--- config.mk ---
export PLATFORM = sky130hd
export DESIGN_NAME = ecg_frame_serial_port
export DESIGN_NICKNAME = d
export VERILOG_FILES = /design/src/verilog/ecg_frame_serial_port.v
export VERILOG_INCLUDE_DIRS = /design/src /design/src/verilog
export SDC_FILE = /design/constraint.sdc
export NUM_CORES = 1
export LEC_CHECK = 0
export ABC_AREA = 1
export ABC_CLOCK_PERIOD_IN_PS = 5300
export BUFFER_PORTS_ARGS = -buffer_cell sky130_fd_sc_hd__buf_2
export CORE_MARGIN = 2
export CORE_UTILIZATION = 33
export DETAILED_ROUTE_END_ITERATION = 10
export PLACE_DENSITY = 0.47
export SYNTH_ARGS = -nofsm -noshare
export SYNTH_HDL_FRONTEND = slang
export SYNTH_SLANG_ARGS = --single-unit
--- constraint.sdc ---
create_clock -name clk -period 5.3 [get_ports clk]
set_input_delay 1.06 -clock clk [delete_from_list [all_inputs] [get_ports clk]]
set_output_delay 1.06 -clock clk [all_outputs]
set_load 0.01 [all_outputs]
--- src/verilog/ecg_frame_serial_port_defs.vh ---
// Constants of the ECG frame serial port: word fields, register addresses,
// frame slot order and timing. Definitions only, included by bare name.
`ifndef ECG_FRAME_SERIAL_PORT_DEFS_VH
`define ECG_FRAME_SERIAL_PORT_DEFS_VH

// Command word fields
`define CMD_RW_BIT        31
`define CMD_ADDR_HI       30
`define CMD_ADDR_LO       24
`define CMD_READ          1'b0
`define LAST_BIT_LONG     6'h1f
`define LAST_BIT_SHORT    6'h0f

// Register addresses
`define ADDR_NO_OPERATION 7'h00
`define ADDR_PIN_LEVELS   7'h06
`define ADDR_CHANNEL_ONE  7'h11
`define ADDR_CHANNEL_TWO  7'h12
`define ADDR_CHANNEL_THR  7'h13
`define ADDR_CHANNEL_FOU  7'h14
`define ADDR_CHANNEL_FIV  7'h15
`define ADDR_PACING       7'h1a
`define ADDR_BREATH_MAG   7'h1b
`define ADDR_BREATH_PHASE 7'h1c
`define ADDR_DETACH       7'h1d
`define ADDR_FRAME_START  7'h40
`define ADDR_FRAME_CHECK  7'h41

// Frame rate select codes
`define RATE_128K         2'h2

// Frame slot positions, one mask bit each
`define SLOT_PACING       4'h6
`define SLOT_BREATH_PHASE 4'h8
`define SLOT_COUNT        4'hc

// Timing
`define CLK_HZ            200000000
`define MCLK_BASE_HZ      1024000
`define HS_TICKS          2'h3

`endif
--- src/verilog/ecg_frame_serial_port.v ---
// Serial slave port of the ECG acquisition device: command words, register
// read responses and frame streaming. Assumes cs_n/sclk/sdi arrive as
// asynchronous pins; register data is served by the core on rd_addr/rd_data.
// Function
// - Bit 31 R/W, 30:24 address, 23:0 data
// - Commit write at CS rise or next word
// - Read data shifts out during next word
// - 128 kHz frame words: 16-bit upper halves
// - Slow-rate frame words carry address top byte
// - Read of 0x40 starts frame streaming
// - All-zero words keep frames flowing
// - CS may toggle per word or stay low
// - Default frame: 11 long or 13 short
// - Full frame: 12 long or 15 short
// - Frame control mask selects frame words
// - Register read stops streaming until 0x40
// - Ordinary reads are 32 bits, MSB first
// - Internal clock 2.048 or 1.024 MHz
// - Word handshake takes three internal cycles
// - Frame skipping lowers output rate
// - Fixed frame word order by address
// - Wide words take two short slots
// - Sample on rise, shift out on fall
// - CS high: ignore input, release output
// - Ready low when frame buffered
`timescale 1ns/1ps
`include "ecg_frame_serial_port_defs.vh"

module ecg_frame_serial_port (
   input  wire        clk,                     // 200 MHz system clock
   input  wire        arst_n,                  // Asynchronous reset, active low
   input  wire        cs_n,                    // Chip select pin
   input  wire        sclk,                    // Serial clock pin
   input  wire        sdi,                     // Serial data in pin
   output reg         sdo,                     // Serial data out level
   output reg         sdo_oe,                  // Serial data out enable
   output reg         frame_ready_n,           // Frame ready, active low
   output reg  [6:0]  rd_addr,                 // Register address to the core
   input  wire [23:0] rd_data,                 // Register contents from the core
   output reg         wr_strobe,               // One-cycle register write pulse
   output reg  [6:0]  wr_addr,                 // Write address
   output reg  [23:0] wr_data,                 // Write data
   input  wire [1:0]  frame_rate_sel,          // Frame rate code
   input  wire        high_performance_select, // Internal clock doubled
   input  wire        conversions_enabled,     // Framing enabled
   input  wire [11:0] frame_word_enable,       // Frame membership mask
   input  wire [1:0]  frame_skip,              // Frames dropped between kept ones
   input  wire        frame_loaded,            // Core pulse: new frame computed
   output reg         frame_streaming          // Streaming mode active
);

   ////////////////////////////////////////////////////////////////////////////
   // Constants and functions
   // Internal clock dividers, rounded down so a tick is never late
   localparam integer DIV_LOW  = (`CLK_HZ / `MCLK_BASE_HZ) - 1;
   localparam integer DIV_HIGH = (`CLK_HZ / (2 * `MCLK_BASE_HZ)) - 1;

   // Address of each frame slot in transmit order
   function [6:0] slot_addr;
      input [3:0] s;
      begin
         case (s)
            4'h0:    slot_addr = `ADDR_FRAME_START;
            4'h1:    slot_addr = `ADDR_CHANNEL_ONE;
            4'h2:    slot_addr = `ADDR_CHANNEL_TWO;
            4'h3:    slot_addr = `ADDR_CHANNEL_THR;
            4'h4:    slot_addr = `ADDR_CHANNEL_FOU;
            4'h5:    slot_addr = `ADDR_CHANNEL_FIV;
            4'h6:    slot_addr = `ADDR_PACING;
            4'h7:    slot_addr = `ADDR_BREATH_MAG;
            4'h8:    slot_addr = `ADDR_BREATH_PHASE;
            4'h9:    slot_addr = `ADDR_DETACH;
            4'ha:    slot_addr = `ADDR_PIN_LEVELS;
            4'hb:    slot_addr = `ADDR_FRAME_CHECK;
            default: slot_addr = `ADDR_NO_OPERATION;
         endcase
      end
   endfunction
   // First enabled slot at or after s; SLOT_COUNT when none
   function [3:0] next_slot;
      input [3:0]  s;
      input [11:0] m;
      integer      i;
      reg          found;
      begin
         next_slot = `SLOT_COUNT;
         found     = 1'b0;
         for (i = 0; i < 12; i = i + 1) begin
            if (!found && (i >= s) && m[i]) begin
               next_slot = i[3:0];
               found     = 1'b1;
            end
         end
      end
   endfunction
   // Pacing, breathing magnitude and phase span two short words
   function is_wide;
      input [3:0] s;
      begin
         is_wide = (s >= `SLOT_PACING) && (s <= `SLOT_BREATH_PHASE);
      end
   endfunction
   // Shape an outgoing word; short words sit in the top half
   function [31:0] fmt;
      input [6:0]  a;
      input [23:0] d;
      input        short;
      input        lower;
      begin
         if (!short)
            fmt = {1'b0, a, d};
         else if (lower)
            fmt = {d[7:0], 8'h00, 16'h0000};
         else
            fmt = {d[23:8], 16'h0000};
      end
   endfunction

   ////////////////////////////////////////////////////////////////////////////
   // Reset release and pin synchronisers
   reg        rst_meta_q;   // Reset release, first stage
   reg        rst_n_q;      // Reset copy used by the design
   reg        cs_meta_q;    // Chip select, first stage
   reg        cs_q;         // Chip select, synchronised
   reg        cs_prev_q;    // Chip select, one cycle older
   reg        sclk_meta_q;  // Serial clock, first stage
   reg        sclk_q;       // Serial clock, synchronised
   reg        sclk_prev_q;  // Serial clock, one cycle older
   reg        sdi_meta_q;   // Serial input, first stage
   reg        sdi_q;        // Serial input, synchronised

   // Reset asserts at once and releases after two edges
   always @(posedge clk or negedge arst_n) begin
      if (!arst_n) begin
         rst_meta_q <= 1'b0;
         rst_n_q    <= 1'b0;
      end else begin
         rst_meta_q <= 1'b1;
         rst_n_q    <= rst_meta_q;
      end
   end

   // Pins pass two flops; SCLK idles high, so reset to high
   always @(posedge clk or negedge rst_n_q) begin
      if (!rst_n_q) begin
         cs_meta_q   <= 1'b1;
         cs_q        <= 1'b1;
         cs_prev_q   <= 1'b1;
         sclk_meta_q <= 1'b1;
         sclk_q      <= 1'b1;
         sclk_prev_q <= 1'b1;
         sdi_meta_q  <= 1'b0;
         sdi_q       <= 1'b0;
      end else begin
         cs_meta_q   <= cs_n;
         cs_q        <= cs_meta_q;
         cs_prev_q   <= cs_q;
         sclk_meta_q <= sclk;
         sclk_q      <= sclk_meta_q;
         sclk_prev_q <= sclk_q;
         sdi_meta_q  <= sdi;
         sdi_q       <= sdi_meta_q;
      end
   end

   ////////////////////////////////////////////////////////////////////////////
   // Serial state
   reg [31:0] rx_q;         // Receive shift register
   reg [5:0]  cnt_q;        // Bits taken in the current word
   reg [31:0] tx_q;         // Transmit shift register
   reg        load_q;       // Load tx from rd_data this cycle
   reg        stream_q;     // Frame streaming mode
   reg [3:0]  slot_q;       // Frame slot to send next
   reg        half_q;       // Second half of a wide slot
   reg        full_q;       // Frame buffer holds an unread frame
   reg        last_tx_q;    // Last frame word is being sent
   reg [1:0]  skip_q;       // Loaded frames dropped so far
   reg        wr_pend_q;    // Write taken, awaiting commit
   reg [7:0]  div_q;        // Internal clock divider
   reg        hs_busy_q;    // Slot advance handshake running
   reg [1:0]  hs_cnt_q;     // Internal ticks seen in handshake

   // Edges are only seen while selected, so CS high ignores SDI
   wire        sel        = ~cs_q;
   wire        rise       = sel & sclk_q & ~sclk_prev_q;
   wire        fall       = sel & ~sclk_q & sclk_prev_q;
   wire        cs_rise    = cs_q & ~cs_prev_q;
   wire        fast       = (frame_rate_sel == `RATE_128K);
   wire        short_mode = stream_q & fast;
   wire [31:0] rx_next    = {rx_q[30:0], sdi_q};
   // A 16-bit zero word in short streaming is a keep-going word
   wire        done_short = rise & short_mode & (cnt_q == `LAST_BIT_SHORT)
                            & (rx_next[15:0] == 16'h0000);
   wire        done_long  = rise & (cnt_q == `LAST_BIT_LONG);
   wire        done       = done_short | done_long;
   wire [6:0]  cmd_addr   = rx_next[`CMD_ADDR_HI:`CMD_ADDR_LO];
   wire        cmd_read   = (rx_next[`CMD_RW_BIT] == `CMD_READ);
   wire        cmd_idle   = done_short | (cmd_addr == `ADDR_NO_OPERATION);
   wire        split      = fast & is_wide(slot_q) & ~half_q;
   wire [3:0]  slot_after = next_slot(slot_q + 4'h1, frame_word_enable);
   wire [3:0]  first_slot = next_slot(4'h0, frame_word_enable);
   wire [3:0]  wrap_slot  = (slot_after == `SLOT_COUNT) ? first_slot : slot_after;
   wire        last_word  = (slot_after == `SLOT_COUNT) & ~split;
   wire        tick       = (div_q == 8'h00);
   wire        hs_done    = hs_busy_q & tick & (hs_cnt_q == `HS_TICKS - 2'h1);

   ////////////////////////////////////////////////////////////////////////////
   // Internal clock tick, 1.024 or 2.048 MHz
   always @(posedge clk or negedge rst_n_q) begin
      if (!rst_n_q)
         div_q <= 8'h00;
      else if (tick)
         div_q <= high_performance_select ? DIV_HIGH[7:0] : DIV_LOW[7:0];
      else
         div_q <= div_q - 8'h01;
   end

   ////////////////////////////////////////////////////////////////////////////
   // Receive side: bit count, command capture and write commit
   always @(posedge clk or negedge rst_n_q) begin
      if (!rst_n_q) begin
         rx_q      <= 32'h00000000;
         cnt_q     <= 6'h00;
         wr_pend_q <= 1'b0;
         wr_strobe <= 1'b0;
         wr_addr   <= 7'h00;
         wr_data   <= 24'h000000;
      end else begin
         // A CS rise aborts any partial word
         if (cs_rise || done)
            cnt_q <= 6'h00;
         else if (rise)
            cnt_q <= cnt_q + 6'h01;
         if (rise)
            rx_q <= rx_next;
         // Commit on CS rise or first SCLK rise of the next word
         wr_strobe <= wr_pend_q & (cs_rise | rise);
         if (done_long && !cmd_read && (cmd_addr != `ADDR_NO_OPERATION)) begin
            wr_pend_q <= 1'b1;
            wr_addr   <= cmd_addr;
            wr_data   <= rx_next[23:0];
         end else if (cs_rise || rise) begin
            wr_pend_q <= 1'b0;
         end
      end
   end

   ////////////////////////////////////////////////////////////////////////////
   // Word dispatch, frame slot walk and handshake
   always @(posedge clk or negedge rst_n_q) begin
      if (!rst_n_q) begin
         stream_q  <= 1'b0;
         slot_q    <= 4'h0;
         half_q    <= 1'b0;
         rd_addr   <= `ADDR_NO_OPERATION;
         load_q    <= 1'b0;
         hs_busy_q <= 1'b0;
         hs_cnt_q  <= 2'h0;
         last_tx_q <= 1'b0;
      end else begin
         load_q <= 1'b0;
         // Slot advance waits three internal ticks, as the core would
         if (hs_busy_q && tick) begin
            hs_cnt_q <= hs_cnt_q + 2'h1;
         end
         if (hs_done) begin
            hs_busy_q <= 1'b0;
            hs_cnt_q  <= 2'h0;
            if (split) begin
               half_q <= 1'b1;
            end else begin
               half_q  <= 1'b0;
               slot_q  <= wrap_slot;
               rd_addr <= slot_addr(wrap_slot);
            end
         end
         if (done) begin
            last_tx_q <= 1'b0;
            if (stream_q && cmd_idle) begin
               // Keep streaming: the current slot goes out now
               hs_busy_q <= 1'b1;
               hs_cnt_q  <= 2'h0;
               last_tx_q <= last_word;
            end else if (cmd_read && (cmd_addr == `ADDR_FRAME_START)) begin
               stream_q  <= 1'b1;
               slot_q    <= first_slot;
               half_q    <= 1'b0;
               rd_addr   <= slot_addr(first_slot);
               load_q    <= 1'b1;
               hs_busy_q <= 1'b1;
               hs_cnt_q  <= 2'h0;
            end else if (cmd_read && !cmd_idle) begin
               stream_q  <= 1'b0;
               rd_addr   <= cmd_addr;
               load_q    <= 1'b1;
               hs_busy_q <= 1'b0;
            end else if (!cmd_idle) begin
               stream_q  <= 1'b0;
               hs_busy_q <= 1'b0;
            end
         end else if (cs_rise) begin
            last_tx_q <= 1'b0;
         end
      end
   end

   ////////////////////////////////////////////////////////////////////////////
   // Transmit side: load, shift on falling SCLK, release when deselected
   always @(posedge clk or negedge rst_n_q) begin
      if (!rst_n_q) begin
         tx_q   <= 32'h00000000;
         sdo    <= 1'b0;
         sdo_oe <= 1'b0;
      end else begin
         sdo_oe <= sel;
         if (load_q) begin
            // Response or first frame word, read one cycle after addressing
            tx_q <= fmt(rd_addr, rd_data, short_mode, half_q);
            sdo  <= 1'b0;
         end else if (done) begin
            if (stream_q && cmd_idle)
               tx_q <= fmt(rd_addr, rd_data, short_mode, half_q);
            else
               tx_q <= 32'h00000000;
            sdo <= 1'b0;
         end else if (fall) begin
            // First fall of a word shows the MSB, later falls shift
            if (cnt_q == 6'h00) begin
               sdo <= tx_q[31];
            end else begin
               sdo  <= tx_q[30];
               tx_q <= {tx_q[30:0], 1'b0};
            end
         end
      end
   end

   ////////////////////////////////////////////////////////////////////////////
   // Frame buffer state, frame skipping and ready output
   always @(posedge clk or negedge rst_n_q) begin
      if (!rst_n_q) begin
         full_q          <= 1'b0;
         skip_q          <= 2'h0;
         frame_ready_n   <= 1'b1;
         frame_streaming <= 1'b0;
      end else begin
         frame_streaming <= stream_q;
         // A new frame wins over the clear in the same cycle
         if (frame_loaded && conversions_enabled && (skip_q == frame_skip)) begin
            full_q <= 1'b1;
            skip_q <= 2'h0;
         end else begin
            if (frame_loaded && conversions_enabled)
               skip_q <= skip_q + 2'h1;
            if (last_tx_q && (done || cs_rise))
               full_q <= 1'b0;
         end
         // Busy while empty with framing on; ready for commands otherwise
         frame_ready_n <= conversions_enabled ? ~full_q : 1'b0;
      end
   end
endmodule

=== Word-level counts from Yosys, hierarchy flattened ===
Memory sizes are Yosys's and may differ from the RTL's.
Index checks and enable logic that the tools add are counted.

* Memories kept: 2
* ROM bits: 192
* Flip-flop bits (word level): 145

{| class="wikitable"
|+ Memory list
! memory !! depth !! width !! rd ports !! clocked after Yosys merged registers in !! wr ports !! RTL line !! source
|-
| (name not given) || 16 || 6 || 1 || 0 || 0 || ecg_frame_serial_port.v:62 || <nowiki>case (s)</nowiki>
|-
| (name not given) || 16 || 6 || 1 || 0 || 0 || ecg_frame_serial_port.v:62 ||
|}

* Multiplexer cells: 106
* Bitwise logic cells: 28
* $add $sub $neg: 5
* Reductions and logical operators: 82
* Equality and inequality tests: 9
* Magnitude comparators: 14

{| class="wikitable"
|+ Operator list
! cell !! count
|-
| $mux W32 || 7
|-
| $mux W4 || 30
|-
| $mux W1 || 52
|-
| $logic_and A1 B1 Y1 || 44
|-
| $mux W7 || 6
|-
| $logic_not A1 Y1 || 23
|-
| $and A1 B1 Y1 || 16
|-
| $ge A3 B4 Y1 const A || 4
|-
| $ge A4 B4 Y1 const A || 4
|-
| $logic_not A16 Y1 || 1
|-
| $mux W8 || 2
|-
| $mux W2 || 7
|-
| $mux W6 || 2
|-
| $reduce_bool A2 Y1 || 5
|-
| $not A1 Y1 || 9
|-
| $ge A1 B4 Y1 const A || 2
|-
| $ge A2 B4 Y1 const A || 2
|-
| $logic_not A8 Y1 || 1
|-
| $sub A8 B1 Y8 const B || 1
|-
| $eq A7 B7 Y1 const B || 1
|-
| $logic_not A7 Y1 || 1
|-
| $reduce_bool A7 Y1 || 1
|-
| $add A6 B1 Y6 const B || 1
|-
| $eq A6 B4 Y1 const B || 1
|-
| other kinds (16) || 21
|}

=== Longest topological paths before layout ===
An unclocked memory read counts as a cell.

* Depth in word-level cells: 57
* Mapped depth: 25
* Mapped depth without buffers: 25

=== Worst setup path after synthesis ===
No wires, ideal clock.

* Path type: input to register
* Start point: input frame_word_enable[2]
* End point: register rd_addr[6]
* Setup time: 0.065 ns
* Slack: 2.367 ns
* Cell stages on the path: 21
* Data arrival time: 2.868 ns
* Buffers on the path: 0
* Path through: nor2_1 > nand2_1 > nor3_2 > inv_2 > nor3_4 > inv_1 > nor3_2 > nand2_1 > o21ai_1 > nand4_1 > nand2_1 > nand3_1 > nand2_1 > nand3_1 > nand2_1 > nand2_1 > nand2_1 > nand2_1 > nand2_1 > nand2_1 > nand2_1

* Word-level cells in the longest chain between the ends: 47

{| class="wikitable"
|+ RTL lines
! item !! RTL line !! source
|-
| start, declared || ecg_frame_serial_port.v:46 || <nowiki>input wire [11:0] frame_word_enable,</nowiki>
|-
| $logic_and A1 B1 Y1 || ecg_frame_serial_port.v:89 || <nowiki>if (!found && (i >= s) && m[i]) begin</nowiki>
|-
| $mux W1 || ecg_frame_serial_port.v:89 ||
|-
| $logic_not A1 Y1 || ecg_frame_serial_port.v:89 ||
|-
| $logic_and A1 B1 Y1 (2 in series) || ecg_frame_serial_port.v:89 ||
|-
| $mux W1 || ecg_frame_serial_port.v:89 ||
|-
| $logic_not A1 Y1 || ecg_frame_serial_port.v:89 ||
|-
| $logic_and A1 B1 Y1 (2 in series) || ecg_frame_serial_port.v:89 ||
|-
| $mux W1 || ecg_frame_serial_port.v:89 ||
|-
| [... 29 more ...] || n/a ||
|-
| $mux W4 || ecg_frame_serial_port.v:202 || <nowiki>wire [3:0] wrap_slot = (slot_after == `SLOT_COUNT) ? first_slot : slot_after;</nowiki>
|-
| $mem_v2 Z16 W6 || n/a ||
|-
| $mux W7 || ecg_frame_serial_port.v:269 || <nowiki>if (split) begin</nowiki>
|-
| $mux W7 || ecg_frame_serial_port.v:266 || <nowiki>if (hs_done) begin</nowiki>
|-
| $mux W7 || ecg_frame_serial_port.v:292 || <nowiki>end else if (cmd_read && !cmd_idle) begin</nowiki>
|-
| $mux W7 || ecg_frame_serial_port.v:284 || <nowiki>end else if (cmd_read && (cmd_addr == `ADDR_FRAME_START)) begin</nowiki>
|-
| $mux W7 || ecg_frame_serial_port.v:279 || <nowiki>if (stream_q && cmd_idle) begin</nowiki>
|-
| $mux W7 * || ecg_frame_serial_port.v:277 || <nowiki>if (done) begin</nowiki>
|-
| end signal, assigned || ecg_frame_serial_port.v:274 || <nowiki>rd_addr <= slot_addr(wrap_slot);</nowiki>
|-
| end signal, assigned || ecg_frame_serial_port.v:288 || <nowiki>rd_addr <= slot_addr(first_slot);</nowiki>
|-
| end signal, assigned || ecg_frame_serial_port.v:294 || <nowiki>rd_addr <= cmd_addr;</nowiki>
|-
| end, declared || ecg_frame_serial_port.v:38 || <nowiki>output reg [6:0] rd_addr,</nowiki>
|}

Mark *: on every way between the ends. The rest lies on a longest branch, timed or not.
A chain may end at the register's enable or synchronous reset.

=== Worst setup path after layout ===
* Start point: input frame_rate_sel[0]
* End point: register tx_q[7]

* Word-level cells in the longest chain between the ends: 10

{| class="wikitable"
|+ RTL lines
! item !! RTL line !! source
|-
| start, declared || ecg_frame_serial_port.v:43 || <nowiki>input wire [1:0] frame_rate_sel,</nowiki>
|-
| $eq A2 B2 Y1 (no line) * || n/a ||
|-
| $and A1 B1 Y1 * || ecg_frame_serial_port.v:189 || <nowiki>wire short_mode = stream_q & fast;</nowiki>
|-
| $and A1 B1 Y1 (3 in series) || ecg_frame_serial_port.v:192 || <nowiki>wire done_short = rise & short_mode & (cnt_q == `LAST_BIT_SHORT)</nowiki>
|-
| $or A1 B1 Y1 || ecg_frame_serial_port.v:198 || <nowiki>wire cmd_idle = done_short | (cmd_addr == `ADDR_NO_OPERATION);</nowiki>
|-
| $logic_and A1 B1 Y1 || ecg_frame_serial_port.v:321 || <nowiki>if (stream_q && cmd_idle)</nowiki>
|-
| $mux W32 || ecg_frame_serial_port.v:321 ||
|-
| $mux W32 || ecg_frame_serial_port.v:320 || <nowiki>end else if (done) begin</nowiki>
|-
| $mux W32 || ecg_frame_serial_port.v:316 || <nowiki>if (load_q) begin</nowiki>
|-
| end signal, assigned || ecg_frame_serial_port.v:318 || <nowiki>tx_q <= fmt(rd_addr, rd_data, short_mode, half_q);</nowiki>
|-
| end signal, assigned || ecg_frame_serial_port.v:322 || <nowiki>tx_q <= fmt(rd_addr, rd_data, short_mode, half_q);</nowiki>
|-
| end signal, assigned || ecg_frame_serial_port.v:332 || <nowiki>tx_q <= {tx_q[30:0], 1'b0};</nowiki>
|-
| end, declared || ecg_frame_serial_port.v:170 || <nowiki>reg [31:0] tx_q;</nowiki>
|}

Marked as above.

==> metrics.cfg <==
[timing]
maxSlewHeadroom_pct = 27.25
fin_crit_sh_pct = 66.38
finalCriticalPeriod_ps = 3518
slew_violations = 0
rsz0062_at_grt = no
worstMarginPinSlew_ps = 1087
skew_ps = 8.122
fmax_ghz = 0.2842
setup_tns_ps = 0
finalSetupViolCount = 0
hold_violations = 0

[place]
place_congestion = 0.8038
placed_area_sq_mm = 0.007810
portBuffers = 90
placed_cells = 1205
hpwlAfterDp_um = 13080

[power_and_ir_drop]
p_leak_nw = 4.017
peakVddDrop_v = 0.0002096
pwr_density_cell_mw_per_mm2 = 370.6

[floorplanning]
ioPinCount = 91
die_y_um = 150.2
rows = 53
start_util_pct = 33.57
chipWidth_um = 150.2
coreArea_sq_mm = 0.02102
die_area_sq_mm = 0.02257

[synthesis]
syn_avg_cell_area_sq_um = 8.196
synth_cells = 861
ys_seq_elements = 145
synth_nets = 919
yosysWarnings = 0
synth.cell_area_sq_mm = 0.007057
yosysSeqAreaShare_pct = 51.54
synth_cell_types = 46

[global_route]
overflow = 0
grt_pass1_wl_um = 29980
grt_pass1_vias = 5849
antenna_found_initial = 0
grtUsageTotal_pct = 17.08
grt_start_max_net_pins = 74

[run_status]
status = finished clean

[setup_path]
path_class = in -> reg
critical_path.max_fanout = 16
cp-end-kind = flip-flop
start_kind = input port
crit_arrival_ps = 3870
required_ps = 5650

[clock_network]
cts_resized = 0
worstSkewPairLatency_ps = 430
cts_sinks = 145
cts_tree = built
cts_made_buffers = 17
ctsLongestPathBuffers = 2
postCtsHoldBufs = 0
root_buffer = clkbuf_16
htreeDepth = 4
clkTransAtPathRegs_ps = 60
post_cts_buffers = 0

[layout]
final_cell_mix = nand2_1 (186), dfrtp_1 (137), o21ai_0 (130)
fin_area_sq_mm = 0.008426
n_antenna_cell = 0
drive_above_1_share_pct = 17.36
area_growth_pct = 19.40
fillers = 2184
final_common_cell = nand2_1
fin_nets = 1007
final_cell_count_no_fill = 1237

[route]
drcViolationCount = 0
wirelength_um = 18270
drtPass1Iterations = 6
avgViaCountPerCell = 4.771
ant_nets = 0
wl_per_cell_um = 14.77
drt_iter0_markers = 277
vias = 5902

[worst_hold_path]
worstHoldPathType = reg -> reg

[run]
drv_cap = 0

## Yosys cell counts, drive strengths merged
cell type  instances  share of area, %
dfstp              7               2.6
o211ai             9              0.96
a31oi              8              0.71
clkinv             1             0.071
dfrtp            138                49
nand2            193                11
nor3              12               1.2
a21oi             45               3.2
nand3b             2              0.21
conb               1             0.053
a22oi              9              0.96
o22ai              4              0.35
o31ai              3              0.32
o41ai              1              0.12
buf                1             0.071
ha                10               1.8
nor4               4              0.35
xnor2              1              0.12
and3               1             0.089
clkbuf            26               1.4
inv              111               5.9
nor3b              1              0.11
o21bai             2              0.21
a211oi             5              0.60
a32oi              1              0.12
o2bb2ai            1              0.12
o21ai            137               9.9
xor2               6              0.74
nand4             13               1.3
a221oi             1              0.12
nand3             28               2.1
or2                2              0.18
nor2              77               4.3
## critical path: stages
cell and delay [ps]:
buf_2 100, nor2_1 200, inv_1 110, nor2_2 120
nand4_1 130, nand2_1 140, nand2_1 80, inv_1 110
nand2_1 80, nand2_1 410, inv_1 140, nor2_1 850
nand2_1 150, a21oi_1 180
## logic make-up after synthesis
| logic type | Yosys count | share of synthesized area, % |
|---|---|---|
| simple gates | 333 | 20.55 |
| other cells | 1 | 0.05314 |
| compound gates | 226 | 17.78 |
| buf+inv | 139 | 7.429 |
| flops | 145 | 51.54 |
| fa+ha+maj | 10 | 1.773 |
| xor+xnor | 7 | 0.8688 |
## sequential cells by signal, indices dropped and copies added, names as in the netlist, 2 cells and up
register  cells
slot_q        4
div_q         8
rx_q         31
skip_q        2
wr_data      24
hs_cnt_q      2
wr_addr       7
tx_q         32
cnt_q         6
rd_addr       7
## final timing paths
check                      slack (ps)              start  depth (start not counted)          to
setup / recovery                 1780  frame_rate_sel[0]                         14     tx_q[7]
hold / removal                    350         rst_meta_q                          0     rst_n_q
setup reg to reg                 1880           rx_q[10]                         13     tx_q[7]
hold reg to reg                   350         rst_meta_q                          0     rst_n_q
max in group asynchronous        3730            rst_n_q                          1    rx_q[26]
min in group asynchronous         400             arst_n                          1  rst_meta_q
## where the power goes
part           total (mW)  leakage [nW]  switching [mW]  internal [mW]
Combinational       0.456          1.90           0.272          0.184
Clock                1.26         0.293           0.487          0.774
Sequential           1.41          1.83           0.119           1.29
## stage by stage
step | hold WS [ps] | utilization, % | total power, mW | worst slack, ps
after floorplan | 331.2 | - | 1.734 | 973.1
after global placement | 335.5 | 37.15 | 1.883 | 1440
after detailed placement | 334.7 | 37.15 | 1.886 | 1342
after CTS | 349.6 | 40.08 | 3.165 | 1797
after global routing | 367.7 | 40.08 | 3.305 | 1451
final | 347.8 | 40.08 | 3.123 | 1782
## per-layer routing
| layer | vias up | wire [um] | global-route usage [%] |
|---|---|---|---|
| met1 | 2755 | 8888 | 23.98 |
| met4 | 0 | 212 | 4.623 |
| met2 | 120 | 8350 | 26.42 |
| li1 | 3010 | - | - |
| met5 | - | 0 | 0 |
| met3 | 17 | 816 | 4.152 |
## cell type report
cell class / count / area, sq um / area share, %
clock buffer: 22 / 464.2 / 5.509
inverter: 112 / 421.7 / 5.004
clock inverter: 10 / 151.4 / 1.797
sequential: 145 / 3641 / 43.21
tap: 275 / 344.1 / 4.084
timing repair buffer: 96 / 495.5 / 5.881
multi-input combinational: 577 / 2908 / 34.51
No activity file was read; power rests on OpenSTA's default activity.
